===== config.mk =====
export PLATFORM = sky130hd
export DESIGN_NAME = pllc_top
export DESIGN_NICKNAME = d
export VERILOG_FILES = /design/src/shared/pllc_pkg.sv /design/src/hdl/pllc_divider.sv /design/src/hdl/pllc_sync.sv /design/src/hdl/pllc_top.sv
export VERILOG_INCLUDE_DIRS = /design/src /design/src/shared
export SDC_FILE = /design/constraint.sdc
export NUM_CORES = 1
export LEC_CHECK = 0
export BUFFER_PORTS_ARGS = -buffer_cell sky130_fd_sc_hd__buf_2
export CAP_MARGIN = 40
export CORE_ASPECT_RATIO = 1.25
export CORE_UTILIZATION = 45
export CTS_CLUSTER_DIAMETER = 40
export CTS_CLUSTER_SIZE = 24
export DETAILED_ROUTE_END_ITERATION = 12
export GPL_ROUTABILITY_DRIVEN = 0
export MAX_ROUTING_LAYER = met4
export PLACE_DENSITY_LB_ADDON = 0.08
export SLEW_MARGIN = 20
export SYNTH_ARGS = -nofsm -noshare
export SYNTH_HDL_FRONTEND = slang
export SYNTH_SLANG_ARGS = --single-unit

===== constraint.sdc =====
create_clock -name mclk -period 5.1 [get_ports mclk]
set_input_delay 0.51 -clock mclk [delete_from_list [all_inputs] [get_ports mclk]]
set_output_delay 0.51 -clock mclk [all_outputs]
set_load 0.01 [all_outputs]

===== src/shared/pllc_regs.svh =====
// Register offsets, field positions, reset values and timing counts
`ifndef PLLC_REGS_SVH
`define PLLC_REGS_SVH

// ******************************
// Register offsets (byte address)
// ******************************
`define PLLC_CTRL_OFS 8'h00
`define PLLC_DIV_OFS 8'h04
`define PLLC_STAT_OFS 8'h08

// ******************************
// Control register fields
// ******************************
`define PLLC_LOCK_BIT 31
`define PLLC_DAC_HI 30
`define PLLC_DAC_LO 28
`define PLLC_HALVE_BIT 23
`define PLLC_AUDIO_BIT 22
`define PLLC_PINSEL_BIT 4
`define PLLC_PWRDN_BIT 1
`define PLLC_PLLEN_BIT 0

// ******************************
// Divider register fields
// ******************************
`define PLLC_FB_HI 8
`define PLLC_FB_LO 0
`define PLLC_REF_HI 19
`define PLLC_REF_LO 12
`define PLLC_OUT_HI 25
`define PLLC_OUT_LO 24
`define PLLC_CORE_HI 31
`define PLLC_CORE_LO 28

// ******************************
// Reset values and timing
// ******************************
`define PLLC_CTRL_RST 32'h0000_0000
`define PLLC_DIV_RST 32'h1000_0000
`define PLLC_CLK_MHZ 25
// Kept just under the 10 ms lock limit, counter end included
`define PLLC_LOCK_TIME_US 9900
`define PLLC_LOCK_CYCLES (`PLLC_LOCK_TIME_US * `PLLC_CLK_MHZ)

`endif


===== src/shared/pllc_pkg.sv =====
// Types shared by the clock and PLL control block
`default_nettype none
`include "pllc_regs.svh"

package pllc_pkg;

    typedef enum logic [1:0] {ST_BYPASS, ST_WAIT_LOCK, ST_PLL} pllc_mode_t;

    typedef struct packed {
        logic psel;
        logic penable;
        logic pwrite;
        logic [7:0] paddr;
        logic [31:0] pwdata;
    } pllc_apb_req_t;

    typedef struct packed {
        logic [31:0] prdata;
        logic pready;
        logic pslverr;
    } pllc_apb_rsp_t;

    typedef struct packed {
        logic [2:0] dac_sel;
        logic halve;
        logic audio_sel;
        logic pin_sel;
        logic pwrdn;
        logic pll_en;
    } pllc_ctrl_t;

    typedef struct packed {
        logic [3:0] core_div;
        logic [1:0] out_div;
        logic [7:0] ref_div;
        logic [8:0] fb_div;
    } pllc_div_t;

    typedef struct packed {
        logic core_tick;
        logic dac_one;
        logic dac_two;
        logic audio;
    } pllc_clk_t;

    typedef struct packed {
        logic [11:0] cnt;
        logic tick;
    } pllc_dstate_t;

    typedef struct packed {
        logic s1;
        logic s2;
    } pllc_sstate_t;

    typedef struct packed {
        pllc_mode_t mode;
        pllc_ctrl_t ctrl;
        pllc_div_t div;
        logic lock;
        logic [17:0] lock_cnt;
        logic half;
        logic osc_prev;
        pllc_clk_t clk;
        logic [3:0] aux;
        pllc_apb_rsp_t rsp;
    } pllc_state_t;

endpackage

`default_nettype wire


===== src/hdl/pllc_divider.sv =====
// Programmable tick divider: one output pulse per period input ticks
`default_nettype none

module pllc_divider (
    // Clock and reset
    input wire logic mclk,
    input wire logic rst_n,
    input wire logic ce,
    // Control
    input wire logic restart,
    input wire logic [11:0] period,
    // Ticks
    input wire logic tick_in,
    output logic tick_out
);
    import pllc_pkg::*;

    pllc_dstate_t st_r;
    pllc_dstate_t st_nxt;

    always_comb begin
        st_nxt = st_r;
        st_nxt.tick = 1'b0;
        if (restart) begin
            st_nxt.cnt = '0;
        end else if (tick_in) begin
            // A shrunken period must not strand the count above it
            if (st_r.cnt >= period - 12'h001) begin
                st_nxt.cnt = '0;
                st_nxt.tick = 1'b1;
            end else begin
                st_nxt.cnt = st_r.cnt + 12'h001;
            end
        end
    end

    always_ff @(posedge mclk or negedge rst_n) begin
        if (!rst_n) begin
            st_r <= '0;
        end else if (ce) begin
            st_r <= st_nxt;
        end
    end

    assign tick_out = st_r.tick;
endmodule

`default_nettype wire


===== src/hdl/pllc_sync.sv =====
// Two-flop synchroniser for a pin input
`default_nettype none

module pllc_sync (
    // Clock and reset
    input wire logic mclk,
    input wire logic rst_n,
    input wire logic ce,
    // Data
    input wire logic d,
    output logic q
);
    import pllc_pkg::*;

    pllc_sstate_t st_r;
    pllc_sstate_t st_nxt;

    always_comb begin
        st_nxt = st_r;
        st_nxt.s1 = d;
        st_nxt.s2 = st_r.s1;
    end

    always_ff @(posedge mclk or negedge rst_n) begin
        if (!rst_n) begin
            st_r <= '0;
        end else if (ce) begin
            st_r <= st_nxt;
        end
    end

    assign q = st_r.s2;

endmodule

`default_nettype wire


===== src/hdl/pllc_top.sv =====
// Clock and PLL control: registers, lock timing, glitch-free core clock switch
//
// Added by the designer: the register offsets and the APB slave port.
`default_nettype none
`include "pllc_regs.svh"

module pllc_top #(
    parameter int unsigned LOCK_CYCLES = `PLLC_LOCK_CYCLES
) (
    // Clock, reset, enable
    input wire logic mclk,
    input wire logic rst_n,
    input wire logic ce,
    // Register bus
    input wire pllc_pkg::pllc_apb_req_t apb_req,
    output var pllc_pkg::pllc_apb_rsp_t apb_rsp,
    // Analog loop
    input wire logic osc_in,
    output logic pd_up,
    output logic pd_dn,
    output logic pll_pwrdn,
    // Derived clocks
    output var pllc_pkg::pllc_clk_t clk_out,
    // Auxiliary pins
    input wire logic [3:0] dbg_func,
    input wire logic [3:0] sec_func,
    output logic [3:0] aux_pin
);
    import pllc_pkg::*;

    // ******************************
    // State and decode
    // ******************************
    pllc_state_t st_r;
    pllc_state_t st_nxt;

    logic setup;
    logic access;
    logic hit_ctrl;
    logic hit_div;
    logic hit_stat;
    logic mapped;
    logic wr_ctrl;
    logic wr_div;
    logic reprog;
    logic ref_in;
    logic osc_q;
    logic osc_edge;
    logic fb_restart;
    logic core_div_tick;
    logic [11:0] ref_period;
    logic [11:0] fb_period;
    logic [11:0] core_period;
    logic [2:0] out_factor;
    logic [3:0] core_factor;
    logic [31:0] rd_word;

    assign setup = apb_req.psel && !apb_req.penable;
    assign access = apb_req.psel && apb_req.penable;
    assign hit_ctrl = apb_req.paddr == `PLLC_CTRL_OFS;
    assign hit_div = apb_req.paddr == `PLLC_DIV_OFS;
    assign hit_stat = apb_req.paddr == `PLLC_STAT_OFS;
    assign mapped = hit_ctrl || hit_div || hit_stat;
    assign wr_ctrl = access && apb_req.pwrite && hit_ctrl;
    assign wr_div = access && apb_req.pwrite && hit_div;

    // ******************************
    // Reprogram detection
    // ******************************
    // Halving changes the loop input as much as a divider write does
    assign reprog = wr_div || st_r.ctrl.pwrdn
        || (wr_ctrl && apb_req.pwdata[`PLLC_HALVE_BIT] != st_r.ctrl.halve);

    // ******************************
    // Loop dividers
    // ******************************
    assign ref_in = st_r.ctrl.halve ? st_r.half : 1'b1;
    assign ref_period = {4'h0, st_r.div.ref_div} + 12'h002;
    assign fb_period = {3'h0, st_r.div.fb_div} + 12'h002;
    assign fb_restart = reprog;

    // Oscillator edges are only seen while slower than half of mclk
    pllc_sync u_osc_sync (
        .mclk(mclk),
        .rst_n(rst_n),
        .ce(ce),
        .d(osc_in),
        .q(osc_q)
    );

    assign osc_edge = osc_q && !st_r.osc_prev;

    pllc_divider u_ref_div (
        .mclk(mclk),
        .rst_n(rst_n),
        .ce(ce),
        .restart(fb_restart),
        .period(ref_period),
        .tick_in(ref_in),
        .tick_out(pd_up)
    );

    pllc_divider u_fb_div (
        .mclk(mclk),
        .rst_n(rst_n),
        .ce(ce),
        .restart(fb_restart),
        .period(fb_period),
        .tick_in(osc_edge),
        .tick_out(pd_dn)
    );

    // ******************************
    // Core divider
    // ******************************
    assign out_factor = {1'b0, st_r.div.out_div} + 3'h1;
    assign core_factor = (st_r.div.core_div == 4'h0) ? 4'h1 : st_r.div.core_div;
    assign core_period = 12'(out_factor * core_factor);

    pllc_divider u_core_div (
        .mclk(mclk),
        .rst_n(rst_n),
        .ce(ce),
        .restart(fb_restart),
        .period(core_period),
        .tick_in(osc_edge),
        .tick_out(core_div_tick)
    );

    // ******************************
    // Read mux
    // ******************************
    always_comb begin
        rd_word = 32'h0000_0000;
        if (hit_ctrl) begin
            rd_word[`PLLC_LOCK_BIT] = st_r.lock;
            rd_word[`PLLC_DAC_HI:`PLLC_DAC_LO] = st_r.ctrl.dac_sel;
            rd_word[`PLLC_HALVE_BIT] = st_r.ctrl.halve;
            rd_word[`PLLC_AUDIO_BIT] = st_r.ctrl.audio_sel;
            rd_word[`PLLC_PINSEL_BIT] = st_r.ctrl.pin_sel;
            rd_word[`PLLC_PWRDN_BIT] = st_r.ctrl.pwrdn;
            rd_word[`PLLC_PLLEN_BIT] = st_r.ctrl.pll_en;
        end else if (hit_div) begin
            rd_word[`PLLC_FB_HI:`PLLC_FB_LO] = st_r.div.fb_div;
            rd_word[`PLLC_REF_HI:`PLLC_REF_LO] = st_r.div.ref_div;
            rd_word[`PLLC_OUT_HI:`PLLC_OUT_LO] = st_r.div.out_div;
            rd_word[`PLLC_CORE_HI:`PLLC_CORE_LO] = st_r.div.core_div;
        end else if (hit_stat) begin
            rd_word[3:2] = st_r.mode;
            rd_word[1] = st_r.mode == ST_PLL;
            rd_word[0] = st_r.lock;
        end
    end

    // ******************************
    // Next state
    // ******************************
    always_comb begin
        st_nxt = st_r;
        st_nxt.half = !st_r.half;
        st_nxt.osc_prev = osc_q;

        // Zero wait states; answer latched in the setup cycle
        st_nxt.rsp.pready = 1'b1;
        if (setup) begin
            st_nxt.rsp.prdata = apb_req.pwrite ? 32'h0000_0000 : rd_word;
            st_nxt.rsp.pslverr = !mapped || (apb_req.paddr[1:0] != 2'b00);
        end

        if (wr_ctrl) begin
            st_nxt.ctrl.dac_sel = apb_req.pwdata[`PLLC_DAC_HI:`PLLC_DAC_LO];
            st_nxt.ctrl.halve = apb_req.pwdata[`PLLC_HALVE_BIT];
            st_nxt.ctrl.audio_sel = apb_req.pwdata[`PLLC_AUDIO_BIT];
            st_nxt.ctrl.pin_sel = apb_req.pwdata[`PLLC_PINSEL_BIT];
            st_nxt.ctrl.pwrdn = apb_req.pwdata[`PLLC_PWRDN_BIT];
            st_nxt.ctrl.pll_en = apb_req.pwdata[`PLLC_PLLEN_BIT];
        end
        if (wr_div) begin
            st_nxt.div.fb_div = apb_req.pwdata[`PLLC_FB_HI:`PLLC_FB_LO];
            st_nxt.div.ref_div = apb_req.pwdata[`PLLC_REF_HI:`PLLC_REF_LO];
            st_nxt.div.out_div = apb_req.pwdata[`PLLC_OUT_HI:`PLLC_OUT_LO];
            st_nxt.div.core_div = apb_req.pwdata[`PLLC_CORE_HI:`PLLC_CORE_LO];
        end

        // Lock wait counts crystal cycles, sized for the fastest input
        if (reprog) begin
            st_nxt.lock = 1'b0;
            st_nxt.lock_cnt = '0;
        end else if (!st_r.lock) begin
            if (st_r.lock_cnt >= 18'(LOCK_CYCLES - 1)) begin
                st_nxt.lock = 1'b1;
            end else begin
                st_nxt.lock_cnt = st_r.lock_cnt + 18'h00001;
            end
        end

        // Switch to the PLL happens only at a core period boundary; the fall back to bypass is immediate
        unique case (st_r.mode)
            ST_BYPASS: begin
                if (st_r.ctrl.pll_en) begin
                    st_nxt.mode = ST_WAIT_LOCK;
                end
            end
            ST_WAIT_LOCK: begin
                if (!st_r.ctrl.pll_en) begin
                    st_nxt.mode = ST_BYPASS;
                end else if (st_r.lock && core_div_tick) begin
                    st_nxt.mode = ST_PLL;
                end
            end
            ST_PLL: begin
                // Dropping lock falls back to the crystal at once
                if (!st_r.ctrl.pll_en || !st_r.lock) begin
                    st_nxt.mode = ST_BYPASS;
                end
            end
        endcase

        st_nxt.clk.core_tick = (st_r.mode == ST_PLL) ? core_div_tick : 1'b1;
        st_nxt.clk.dac_two = st_r.ctrl.dac_sel[1] ? st_r.half : 1'b1;
        st_nxt.clk.dac_one = st_r.ctrl.dac_sel[0] ? 1'b1 : st_r.half;
        st_nxt.clk.audio = st_r.ctrl.audio_sel ? 1'b1 : st_r.half;
        st_nxt.aux = st_r.ctrl.pin_sel ? sec_func : dbg_func;
    end

    // ******************************
    // State register
    // ******************************
    always_ff @(posedge mclk or negedge rst_n) begin
        if (!rst_n) begin
            st_r <= '0;
            st_r.ctrl <= pllc_ctrl_t'(8'h00);
            // Core divider field 1, all loop dividers 0
            st_r.div <= pllc_div_t'(23'h08_0000);
            st_r.mode <= ST_BYPASS;
        end else if (ce) begin
            st_r <= st_nxt;
        end
    end

    assign apb_rsp = st_r.rsp;
    assign clk_out = st_r.clk;
    assign aux_pin = st_r.aux;
    assign pll_pwrdn = st_r.ctrl.pwrdn;
endmodule

`default_nettype wire


==> reports/results.tsv, run 1 <==
metric	value	unit
post-layout instance area	0.00866	mm^2
count of endpoints failing setup in the final report	0	
half-perimeter wire length of the detailed placement result	12500	um
register bit count reported by yosys	130	
number of warnings reported in the yosys synthesis log	0	
number of distinct library cells after synthesis	66	
# Post-CTS Setup Buffers	0	
Met3 Wirelength	721	um
Max transition margin	48.5	%
number of max-slew violations in the final report	0	
number of iterations in the first detailed-routing pass	5	
Filler cells	1494	
buffers from clock root to sink, at most	2	
die boundary height	148	um
dominant cells by area after synthesis	dfrtp_1 42%, ha_1 7.9%, mux2_2 5.2%, buf_4 4.3%, nand2_1 3.0%	
kind of critical path	reg2reg	
Core Region	0.0164	mm^2
Site Rows	52	
Worst Clk Skew	0.0117	ns
Min-Delay Path Depth	2	
proportion of register bits with asynchronous set or reset after synthesis	100	%
master cell of the clock root buffer	clkbuf_16	
RSZ-0062 raised after global routing	false	
number of port buffers	85	
FF-to-FF setup slack	0.48	ns
highest clock frequency the design can meet	216	MHz
global-route wire length before repair	29000	um
GRT Util Overall	21.6	%
run status	complete, no violations	
worst-skew pair later-pin latency	0.42	ns
required time reported for the critical path endpoint	5.46	ns
accumulated negative setup slack	0	ns
Post-route DRC	0	
RR Startpoint	st_r[85]	
post-detailed-routing wire length	17200	um
largest net degree at the start of global routing	63	
number of placed I/O pins	100	
portion of synthesized cell area occupied by the leading cell type	42.3	%
number of failing hold endpoints at the final stage	0	
max_cap viols	0	
M1 WL	7540	um
die outline area	0.0175	mm^2
TritonCTS clock tree	yes	
worst reg2reg endpoint	u_core_div.st_r[1]	
Avg Inst Size Synth	10.0	um^2
Max Fanout on Critical Path	12	
Cell Area, Placed	0.00803	mm^2
Leakage Power	4.14	nW
Post-DRT Antenna Nets	0	
number of global-route vias before repair	5902	
initial standard-cell utilization of the core	46.5	%
first element of the critical path	st_r[85]	
final critical-path required period	4.62	ns
Post-synth EDFFs	0	
cell type with the highest aggregate area in the netlist	dfrtp_1	
fraction of final layout cells sized beyond drive strength 1	22.5	%
Clk pin slew, worst setup/hold paths	0.06	ns
cell count after synthesis	761	
total global routing overflow	0	
P per Cell Area	343	mW/mm^2
topmost layer with routed signal wires	met4	
routed length on met2	8690	um
cells on worst reg2reg path	16	
via total after detailed routing	5826	
width of the die	118	um
critical hold path startpoint	apb_req[18]	
worst-case vdd ir drop	0.191	mV
final cycle utilization of the critical path	90.6	%
proportion of synthesized chip area in sequential cells	42.7	%
Most used DFF post-synth	dfrtp_1	
Via density	5.59	
initial antenna violation count	0	
P&R area growth vs syn	13.5	%
TritonCTS Sinks	130	
combined area of all synthesized cells	0.00763	mm^2
critical path capture point type	flip-flop	
kind of start point of the critical path	flip-flop	
type of the most critical hold path	in2reg	
WHS Endpoint	st_r[78]	
initial drt markers	261	
H-Tree Level Count	4	
average routed wire per standard cell	16.5	um
Post-layout nets	920	
Inserted Diodes	0	
crit path DAT	4.98	ns
number of buffers inserted during clock tree synthesis	17	
Tightest Pin Transition	0.766	ns
## metal layers
layer	track usage (%)	vias up
met1	25.8	2844
li1	-	2815
met5	-	-
met4	8.10	0
met2	35.8	148
met3	4.63	19
## sequential cells by signal, indices dropped and copies added, names as in the netlist
signal / flops
u_osc_sync.q: 1
st_r: 53
pll_pwrdn: 1
u_fb_div.st_r: 12
u_core_div.st_r: 12
u_osc_sync.st_nxt: 1
apb_rsp: 27
u_ref_div.tick_out: 1
u_core_div.tick_out: 1
clk_out: 4
u_ref_div.st_r: 12
aux_pin: 4
u_fb_div.tick_out: 1
## cells in the final DEF, fill, tap and decap left out, drive strengths merged, types with 11 or more instances in the layout
cell type and count:
a21oi 20, a22o 18, a31oi 24, and3 23
buf 98, clkbuf 18, dfrtp 129, ha 48
inv 40, mux2 35, mux2i 15, nand2 62
nand3 34, nand4 19, nor2 46, nor3 11
o21ai 33, xor2 24
## cells in the mapped netlist (all sizes together) (2+ instances only)
| master | instances |
|---|---|
| nor3 | 11 |
| xnor2 | 8 |
| clkbuf | 10 |
| a21o | 5 |
| ha | 48 |
| a221o | 4 |
| mux2i | 15 |
| nand2 | 62 |
| and4 | 2 |
| and3 | 23 |
| a32o | 3 |
| a22o | 18 |
| or2 | 6 |
| nand2b | 4 |
| nand3b | 7 |
| a21oi | 20 |
| o21a | 4 |
| nor2 | 46 |
| o2111ai | 4 |
| o32ai | 2 |
| a41oi | 5 |
| nand4 | 19 |
| and2 | 4 |
| nand4b | 2 |
| buf | 61 |
| nand3 | 34 |
| a2111oi | 3 |
| a22oi | 8 |
| inv | 36 |
| a211oi | 4 |
| a31oi | 24 |
| or3 | 4 |
| o21ai | 33 |
| o21bai | 2 |
| nor2b | 7 |
| fa | 3 |
| mux2 | 35 |
| nor4 | 3 |
| dfrtp | 129 |
| o211ai | 6 |
| xor2 | 24 |
## how the worst max path moves through the flow
stage | endpoint | slack [ns] | depth (start not counted)
finish | u_core_div.st_r[1] | 0.48 | 16
global route | u_core_div.st_r[10] | 0.04 | 16
CTS | u_core_div.st_r[1] | 0.32 | 16
detailed placement | u_core_div.st_r[8] | 0.33 | 16
global placement | u_core_div.st_r[1] | 0.66 | 16
floorplan | u_core_div.st_r[9] | 1.13 | 17
## through the flow
step	setup WS (ns)	util [%]	power, mW	hold WS, ns	instances
floorplan	1.13	-	1.60	0.214	767
CTS	0.315	52.6	3.00	0.0312	1041
detailed placement	0.335	49.0	1.76	0.446	1009
global route	0.0383	52.8	3.14	0.302	1043
global placement	0.661	48.6	1.73	0.449	1004
finish	0.480	52.8	2.97	0.319	1043
## report_power, final
part | internal [mW] | total [mW] | leakage, nW | switching [mW]
clock network | 0.738 | 1.22 | 0.277 | 0.486
logic | 0.220 | 0.564 | 2.12 | 0.344
registers | 1.11 | 1.19 | 1.75 | 0.0784
total | 2.06 | 2.97 | 4.14 | 0.908
## repair_timing
| action | 4_1_cts | 5_1_grt |
|---|---|---|
| hold buffers | 0 | 1 |
| endpoints found under the setup margin | 0 | 7 |
| gates resized for setup | 0 | 2 |
| endpoints found under the hold margin | 0 | 3 |
## layout make-up
| class | instances | area, um^2 | area share, % |
|---|---|---|---|
| sequential | 130 | 3250 | 37.6 |
| clock buffer | 18 | 439 | 5.07 |
| multi-input combinational | 530 | 3820 | 44.1 |
| inverter | 36 | 135 | 1.56 |
| clock inverter | 14 | 154 | 1.78 |
| timing repair buffer | 99 | 587 | 6.77 |
| tap | 216 | 270 | 3.12 |
## logic make-up (layout without fill, tap and decap cells)
family / Yosys count / count (layout) / share of synthesized area (%)
fa+ha+maj: 51 / 51 / 8.66
mux: 50 / 50 / 7.13
other cells: 1 / 7 / 0.0491
flops: 130 / 130 / 42.7
simple gates: 238 / 238 / 16.1
compound gates: 152 / 152 / 14.0
xor+xnor: 32 / 32 / 3.67
buf+inv: 107 / 167 / 7.74
## worst max-delay path, stage by stage, from the launching register on
cell	delay (ns)
dfrtp_1	0.47
nor3_1	0.34
o21ai_0	0.15
ha_1	0.30
inv_1	0.05
fa_1	0.56
inv_1	0.07
fa_1	0.45
nor2b_1	0.22
o21ai_0	0.11
a21o_1	0.17
ha_1	0.28
a2111oi_0	0.42
o21ai_1	0.20
o211ai_2	0.24
and3_2	0.36
mux2_2	0.17
(Power assumes the default switching activity.)
==> run 2: changes to the inputs <==
--- a/config.mk
+++ b/config.mk
@@ -14,8 +14,10 @@
 export CTS_CLUSTER_SIZE = 24
 export DETAILED_ROUTE_END_ITERATION = 12
 export GPL_ROUTABILITY_DRIVEN = 0
+export GPL_TIMING_DRIVEN = 1
 export MAX_ROUTING_LAYER = met4
 export PLACE_DENSITY_LB_ADDON = 0.08
+export RECOVER_POWER = 25
 export SLEW_MARGIN = 20
 export SYNTH_ARGS = -nofsm -noshare
 export SYNTH_HDL_FRONTEND = slang
==> run 2 against run 1 <==
  * The run now ends with max-capacitance violations, max-slew violations left
  * Clock power about the same
  * Clock-buffer cell count unchanged
  * Combinational power down 0.7%
  * Flip-flop and latch count unchanged
  * Utilization down 0.20 points
  * Largest cell class unchanged
  * Critical endpoint unchanged
  * Wire length down 0.11%
  * Sequential share of layout area up 0.14 points
  * Cell count unchanged
==> reports/results.tsv, run 2 (synthesis gave the netlist of run 1 again) <==
metric	value	unit
run status	complete, but fails checks	
violations in the final reports	max-capacitance violations, max-slew violations	
fraction of final layout cells sized beyond drive strength 1	22.0	%
max incr delay on CP	0.56	ns
CP top delay family	adder cells	
internal power of the cells	2.06	mW
width of the die	118	um
RSZ-0062 raised after global routing	false	
Clk pin slew, worst setup/hold paths	0.06	ns
initial drt markers	282	
TritonCTS Sinks	130	
global-route wire length before repair	29000	um
Post-DRT Antenna Nets	0	
die boundary height	148	um
half-perimeter wire length of the detailed placement result	12500	um
H-Tree Level Count	4	
max_cap viols	2	
required time reported for the critical path endpoint	5.46	ns
P per Cell Area	344	mW/mm^2
number of max-slew violations in the final report	99	
number of iterations in the first detailed-routing pass	4	
total area of multi-input combinational cells	0.00382	mm^2
worst-skew pair later-pin latency	0.42	ns
FF-to-FF setup slack	0.48	ns
most common cell after layout, fill and taps aside	dfrtp_1	
crit path DAT	4.98	ns
RR Startpoint	st_r[85]	
Inserted Diodes	0	
die outline area	0.0175	mm^2
Switching Share	30.6	%
Filler cells	1501	
highest-count cells in the layout ignoring fill and taps	129 x dfrtp_1, 83 x buf_2, 61 x nand2_1	
Max Fanout on Critical Path	12	
critical path capture point type	flip-flop	
via total after detailed routing	5847	
final critical-path required period	4.62	ns
Top reg by flops	st_r	
WHS Endpoint	st_r[78]	
master cell of the clock root buffer	clkbuf_16	
count of endpoints failing setup in the final report	0	
kind of critical path	reg2reg	
area used by sequential logic in the layout	0.00325	mm^2
number of buffers inserted during clock tree synthesis	17	
average routed wire per standard cell	16.5	um
number of port buffers	85	
TritonCTS clock tree	yes	
post-detailed-routing wire length	17200	um
largest net degree at the start of global routing	63	
final cycle utilization of the critical path	90.6	%
Cell Area, Placed	0.00803	mm^2
Leakage Power	4.12	nW
Worst Clk Skew	0.0111	ns
portion of total power attributed to the clock network	41.3	%
total power	2.97	mW
buffers from clock root to sink, at most	2	
GRT Util Overall	21.6	%
Post-route DRC	0	
worst hold slack after final layout	0.318	ns
# Post-CTS Setup Buffers	0	
accumulated negative setup slack	0	ns
cells on worst reg2reg path	16	
kind of start point of the critical path	flip-flop	
cells along the critical path	nor3_1 -> o21ai_0 -> ha_1 -> inv_1 -> fa_1 -> inv_1 -> fa_1 -> nor2b_1 -> o21ai_0 -> a21o_1 -> ha_1 -> a2111oi_0 -> o21ai_1 -> o211ai_2 -> and3_2 -> mux2_2	
Site Rows	52	
highest clock frequency the design can meet	216	MHz
number of placed I/O pins	100	
worst-case vdd ir drop	0.191	mV
Core Region	0.0164	mm^2
post-layout instance area	0.00863	mm^2
Tightest Pin Transition	3.19	ns
critical hold path startpoint	apb_req[18]	
type of the most critical hold path	in2reg	
Min-Delay Path Depth	2	
total global routing overflow	0	
P&R area growth vs syn	13.1	%
combinational share of power	18.9	%
Via density	5.61	
initial antenna violation count	0	
CP Buf/Inv Count	2	
worst reg2reg endpoint	u_core_div.st_r[1]	
Worst path slowest cell	fa_1	
Post-layout nets	920	
number of failing hold endpoints at the final stage	0	
max FFs per register	53	
number of global-route vias before repair	5902	
Max transition margin	-112	%
initial standard-cell utilization of the core	46.5	%
Sw Pwr	0.908	mW
core utilization of the finished layout	52.6	%
sequential share of power	39.9	%
run 2: changes by cell type in the layout (fill, tap and decap cells not counted), sizes merged:
cell | previous run | this run
buf | 98 | 93
clkbuf | 18 | 23
run 2: cell type report:
class / instances / share of cell area, %
Clock buffer: 18 / 5.09
Clock inverter: 14 / 1.78
Inverter: 36 / 1.57
Timing Repair Buffer: 99 / 6.42
Sequential cell: 130 / 37.7
Multi-Input combinational cell: 530 / 44.3
Tap cell: 216 / 3.13
run 2: through the flow:
step                      worst slack, ns  instances
final                               0.481       1043
after floorplan                      1.13        767
after global placement              0.661       1004
after CTS                           0.315       1041
after global routing               0.0383       1043
after detailed placement            0.335       1009
run 2: metal layers:
layer	up-vias	GRT usage [%]	wire length, um
li1	2813	-	-
met1	2870	25.8	7530
met2	140	35.8	8620
met3	24	4.63	726
met4	0	8.10	323
met5	-	-	0
run 2: worst max-delay path by stage:
stage	end	start	cells past startpoint
after global placement	u_core_div.st_r[1]	st_r[85]	16
after floorplan	u_core_div.st_r[9]	st_r[85]	17
after CTS	u_core_div.st_r[1]	st_r[85]	16
after detailed placement	u_core_div.st_r[8]	st_r[85]	16
final	u_core_div.st_r[1]	st_r[85]	16
after global routing	u_core_div.st_r[10]	st_r[85]	16
run 2: timing repair:
item                       4_1_cts  5_1_grt
setup endpoints to repair        0        7
gates resized for setup          0        2
hold endpoints to repair         0        3
hold buffers                     0        1
run 2: power by group through the flow:
stage	clock network, mW	registers [mW]	logic, mW
after floorplan	0	1.18	0.416
after global placement	0	1.20	0.530
after detailed placement	0	1.20	0.562
after CTS	1.25	1.18	0.564
after global routing	1.30	1.20	0.639
final	1.23	1.18	0.560
run 2: worst reg2reg max path: cells and delay by family (launching register included):
family | cells | cell delay [ns]
compound gates | 6 | 1.29
fa+ha+maj | 4 | 1.59
buf+inv | 2 | 0.12
flops | 1 | 0.47
mux | 1 | 0.17
simple gates | 3 | 0.92
==> run 3: changes to the inputs <==
--- a/config.mk
+++ b/config.mk
@@ -9,7 +9,7 @@
 export BUFFER_PORTS_ARGS = -buffer_cell sky130_fd_sc_hd__buf_2
 export CAP_MARGIN = 40
 export CORE_ASPECT_RATIO = 1.25
-export CORE_UTILIZATION = 45
+export CORE_UTILIZATION = 50
 export CTS_CLUSTER_DIAMETER = 40
 export CTS_CLUSTER_SIZE = 24
 export DETAILED_ROUTE_END_ITERATION = 12
==> run 3 against run 2 <==
  * The run still ends with max-capacitance violations, max-slew violations left
  * Clock skew up 0.00065 ns
  * Critical path depth unchanged
  * Fmax grew 1.1%
  * Cell count is 3.5% lower
  * Hold slack got worse by 0.0078 ns
  * Via count down 1.1%
  * Combinational power fell by 0.7%
  * Non-clock buffer count shrank 2
  * Sequential power hardly changed
  * Critical endpoint unchanged
  * Highest routed layer unchanged
==> reports/results.tsv, run 3 (synthesis gave the netlist of run 1 again) <==
metric	value	unit
required time reported for the critical path endpoint	5.46	ns
width of the die	112	um
worst-skew pair later-pin latency	0.43	ns
Worst Clk Skew	0.0118	ns
die boundary height	140	um
cells resized by post-CTS repair	0	
crit path DAT	4.93	ns
master cell of the clock root buffer	clkbuf_16	
initial standard-cell utilization of the core	51.0	%
average routed wire per standard cell	16.8	um
Top reg by flops	st_r	
number of failing hold endpoints at the final stage	0	
number of global-route vias before repair	5717	
Filler cells	1311	
cells along the critical path	nor3_1 -> o21ai_0 -> ha_1 -> inv_1 -> fa_1 -> inv_1 -> fa_1 -> nor2b_1 -> o21ai_0 -> a21o_1 -> ha_1 -> a2111oi_0 -> o21ai_0 -> o211ai_2 -> and3_1 -> mux2_2	
CP top delay family	adder cells	
kind of critical path	reg2reg	
number of iterations in the first detailed-routing pass	4	
H-Tree Level Count	4	
Via density	5.74	
total power	2.85	mW
Inserted Diodes	0	
Post-route DRC	0	
TritonCTS clock tree	yes	
TritonCTS Sinks	130	
total global routing overflow	0	
CP Buf/Inv Count	2	
worst-case vdd ir drop	0.229	mV
accumulated negative setup slack	0	ns
initial antenna violation count	0	
Placed Cells incl. Taps	973	
largest net degree at the start of global routing	60	
highest-count cells in the layout ignoring fill and taps	129 x dfrtp_1, 83 x buf_2, 61 x nand2_1	
P per Cell Area	335	mW/mm^2
number of max-slew violations in the final report	97	
RSZ-0062 raised after global routing	false	
Post-layout nets	918	
number of placed I/O pins	100	
Tightest Pin Transition	2.66	ns
Site Rows	50	
fraction of final layout cells sized beyond drive strength 1	21.7	%
Clk pin slew, worst setup/hold paths	0.06	ns
count of endpoints failing setup in the final report	0	
highest clock frequency the design can meet	219	MHz
final critical-path required period	4.57	ns
max incr delay on CP	0.56	ns
GRT Util Overall	23.5	%
number of port buffers	85	
Worst path slowest cell	fa_1	
kind of start point of the critical path	flip-flop	
Post-DRT Antenna Nets	0	
via total after detailed routing	5782	
most common cell after layout, fill and taps aside	dfrtp_1	
Leakage Power	4.10	nW
cell mode on critical path	o21ai_0	
initial drt markers	429	
violations in the final reports	max-capacitance violations, max-slew violations	
critical path capture point type	flip-flop	
half-perimeter wire length of the detailed placement result	12100	um
run status	complete, but fails checks	
buffers from clock root to sink, at most	2	
Max transition margin	-77.2	%
Max Fanout on Critical Path	12	
non-filler instance count after layout	1007	
global-route wire length before repair	28300	um
max_cap viols	2	
die outline area	0.0158	mm^2
number of buffers inserted during clock tree synthesis	17	
type of the most critical hold path	in2reg	
post-detailed-routing wire length	16900	um
P&R area growth vs syn	11.6	%
Core Region	0.0150	mm^2
max FFs per register	53	
final cycle utilization of the critical path	89.6	%
core utilization of the finished layout	56.9	%
-- run 3: changes by cell type in the layout (fill, tap and decap cells not counted), sizes merged --
| cell | previous run | this run |
|---|---|---|
| clkinv | 3 | 10 |
| clkinvlp | 5 | 1 |
| bufinv | 2 | 0 |
| clkbuf | 23 | 21 |
| inv | 40 | 38 |
| clkdlybuf4s25 | 0 | 1 |
-- run 3: cell type report --
type	count	area, um^2	area share [%]
inverter	36	135	1.59
sequential	130	3250	38.2
timing repair buffer	97	546	6.41
tap	182	228	2.67
clock buffer	19	443	5.20
clock inverter	13	86.3	1.01
multi-input combinational	530	3820	44.9
-- run 3: power by group --
group / switching [mW] / internal, mW / total (mW) / leakage, nW
combinational: 0.341 / 0.215 / 0.556 / 2.09
sequential: 0.0797 / 1.11 / 1.19 / 1.75
clock: 0.475 / 0.631 / 1.11 / 0.267
total: 0.896 / 1.95 / 2.85 / 4.10
-- run 3: what timing repair did --
action	4_1_cts	5_1_grt
setup buffers	0	0
endpoints found under the hold margin	15	0
hold buffers	1	0
-- run 3: worst paths after layout --
path | from | endpoint | slack (ns) | depth (start not counted)
worst max-delay path | st_r[85] | u_core_div.st_r[1] | 0.53 | 16
worst max register to register | st_r[85] | u_core_div.st_r[1] | 0.53 | 16
worst min-delay path | apb_req[7] | st_r[70] | 0.31 | 2
max in group asynchronous | rst_n | st_r[61] | 1.08 | 5
worst min register to register | apb_rsp[6] | apb_rsp[6] | 0.46 | 2
min in group asynchronous | rst_n | u_fb_div.st_r[6] | 0.71 | 2
-- run 3: routing by layer --
metal	global-route usage, %	up-vias	routed length [um]
met5	-	-	0
met2	40.4	111	8620
met4	7.23	0	191
met1	28.0	2844	7650
met3	4.46	15	472
li1	-	2812	-
-- run 3: through the flow --
stage               cell area (um^2)  setup WS, ns  hold slack, ns
detailed placement              7970         0.528           0.398
global placement                7910         0.663           0.453
global route                    8510         0.152           0.306
floorplan                       7650          1.13           0.214
CTS                             8510         0.501           0.299
finish                          8510         0.532           0.310
-- run 3: worst reg2reg max path, stage by stage, from the launching register on --
cell	delay (ns)
dfrtp_1	0.46
nor3_1	0.32
o21ai_0	0.14
ha_1	0.29
inv_1	0.05
fa_1	0.56
inv_1	0.07
fa_1	0.46
nor2b_1	0.20
o21ai_0	0.11
a21o_1	0.17
ha_1	0.28
a2111oi_0	0.33
o21ai_0	0.22
o211ai_2	0.25
and3_1	0.41
mux2_2	0.21
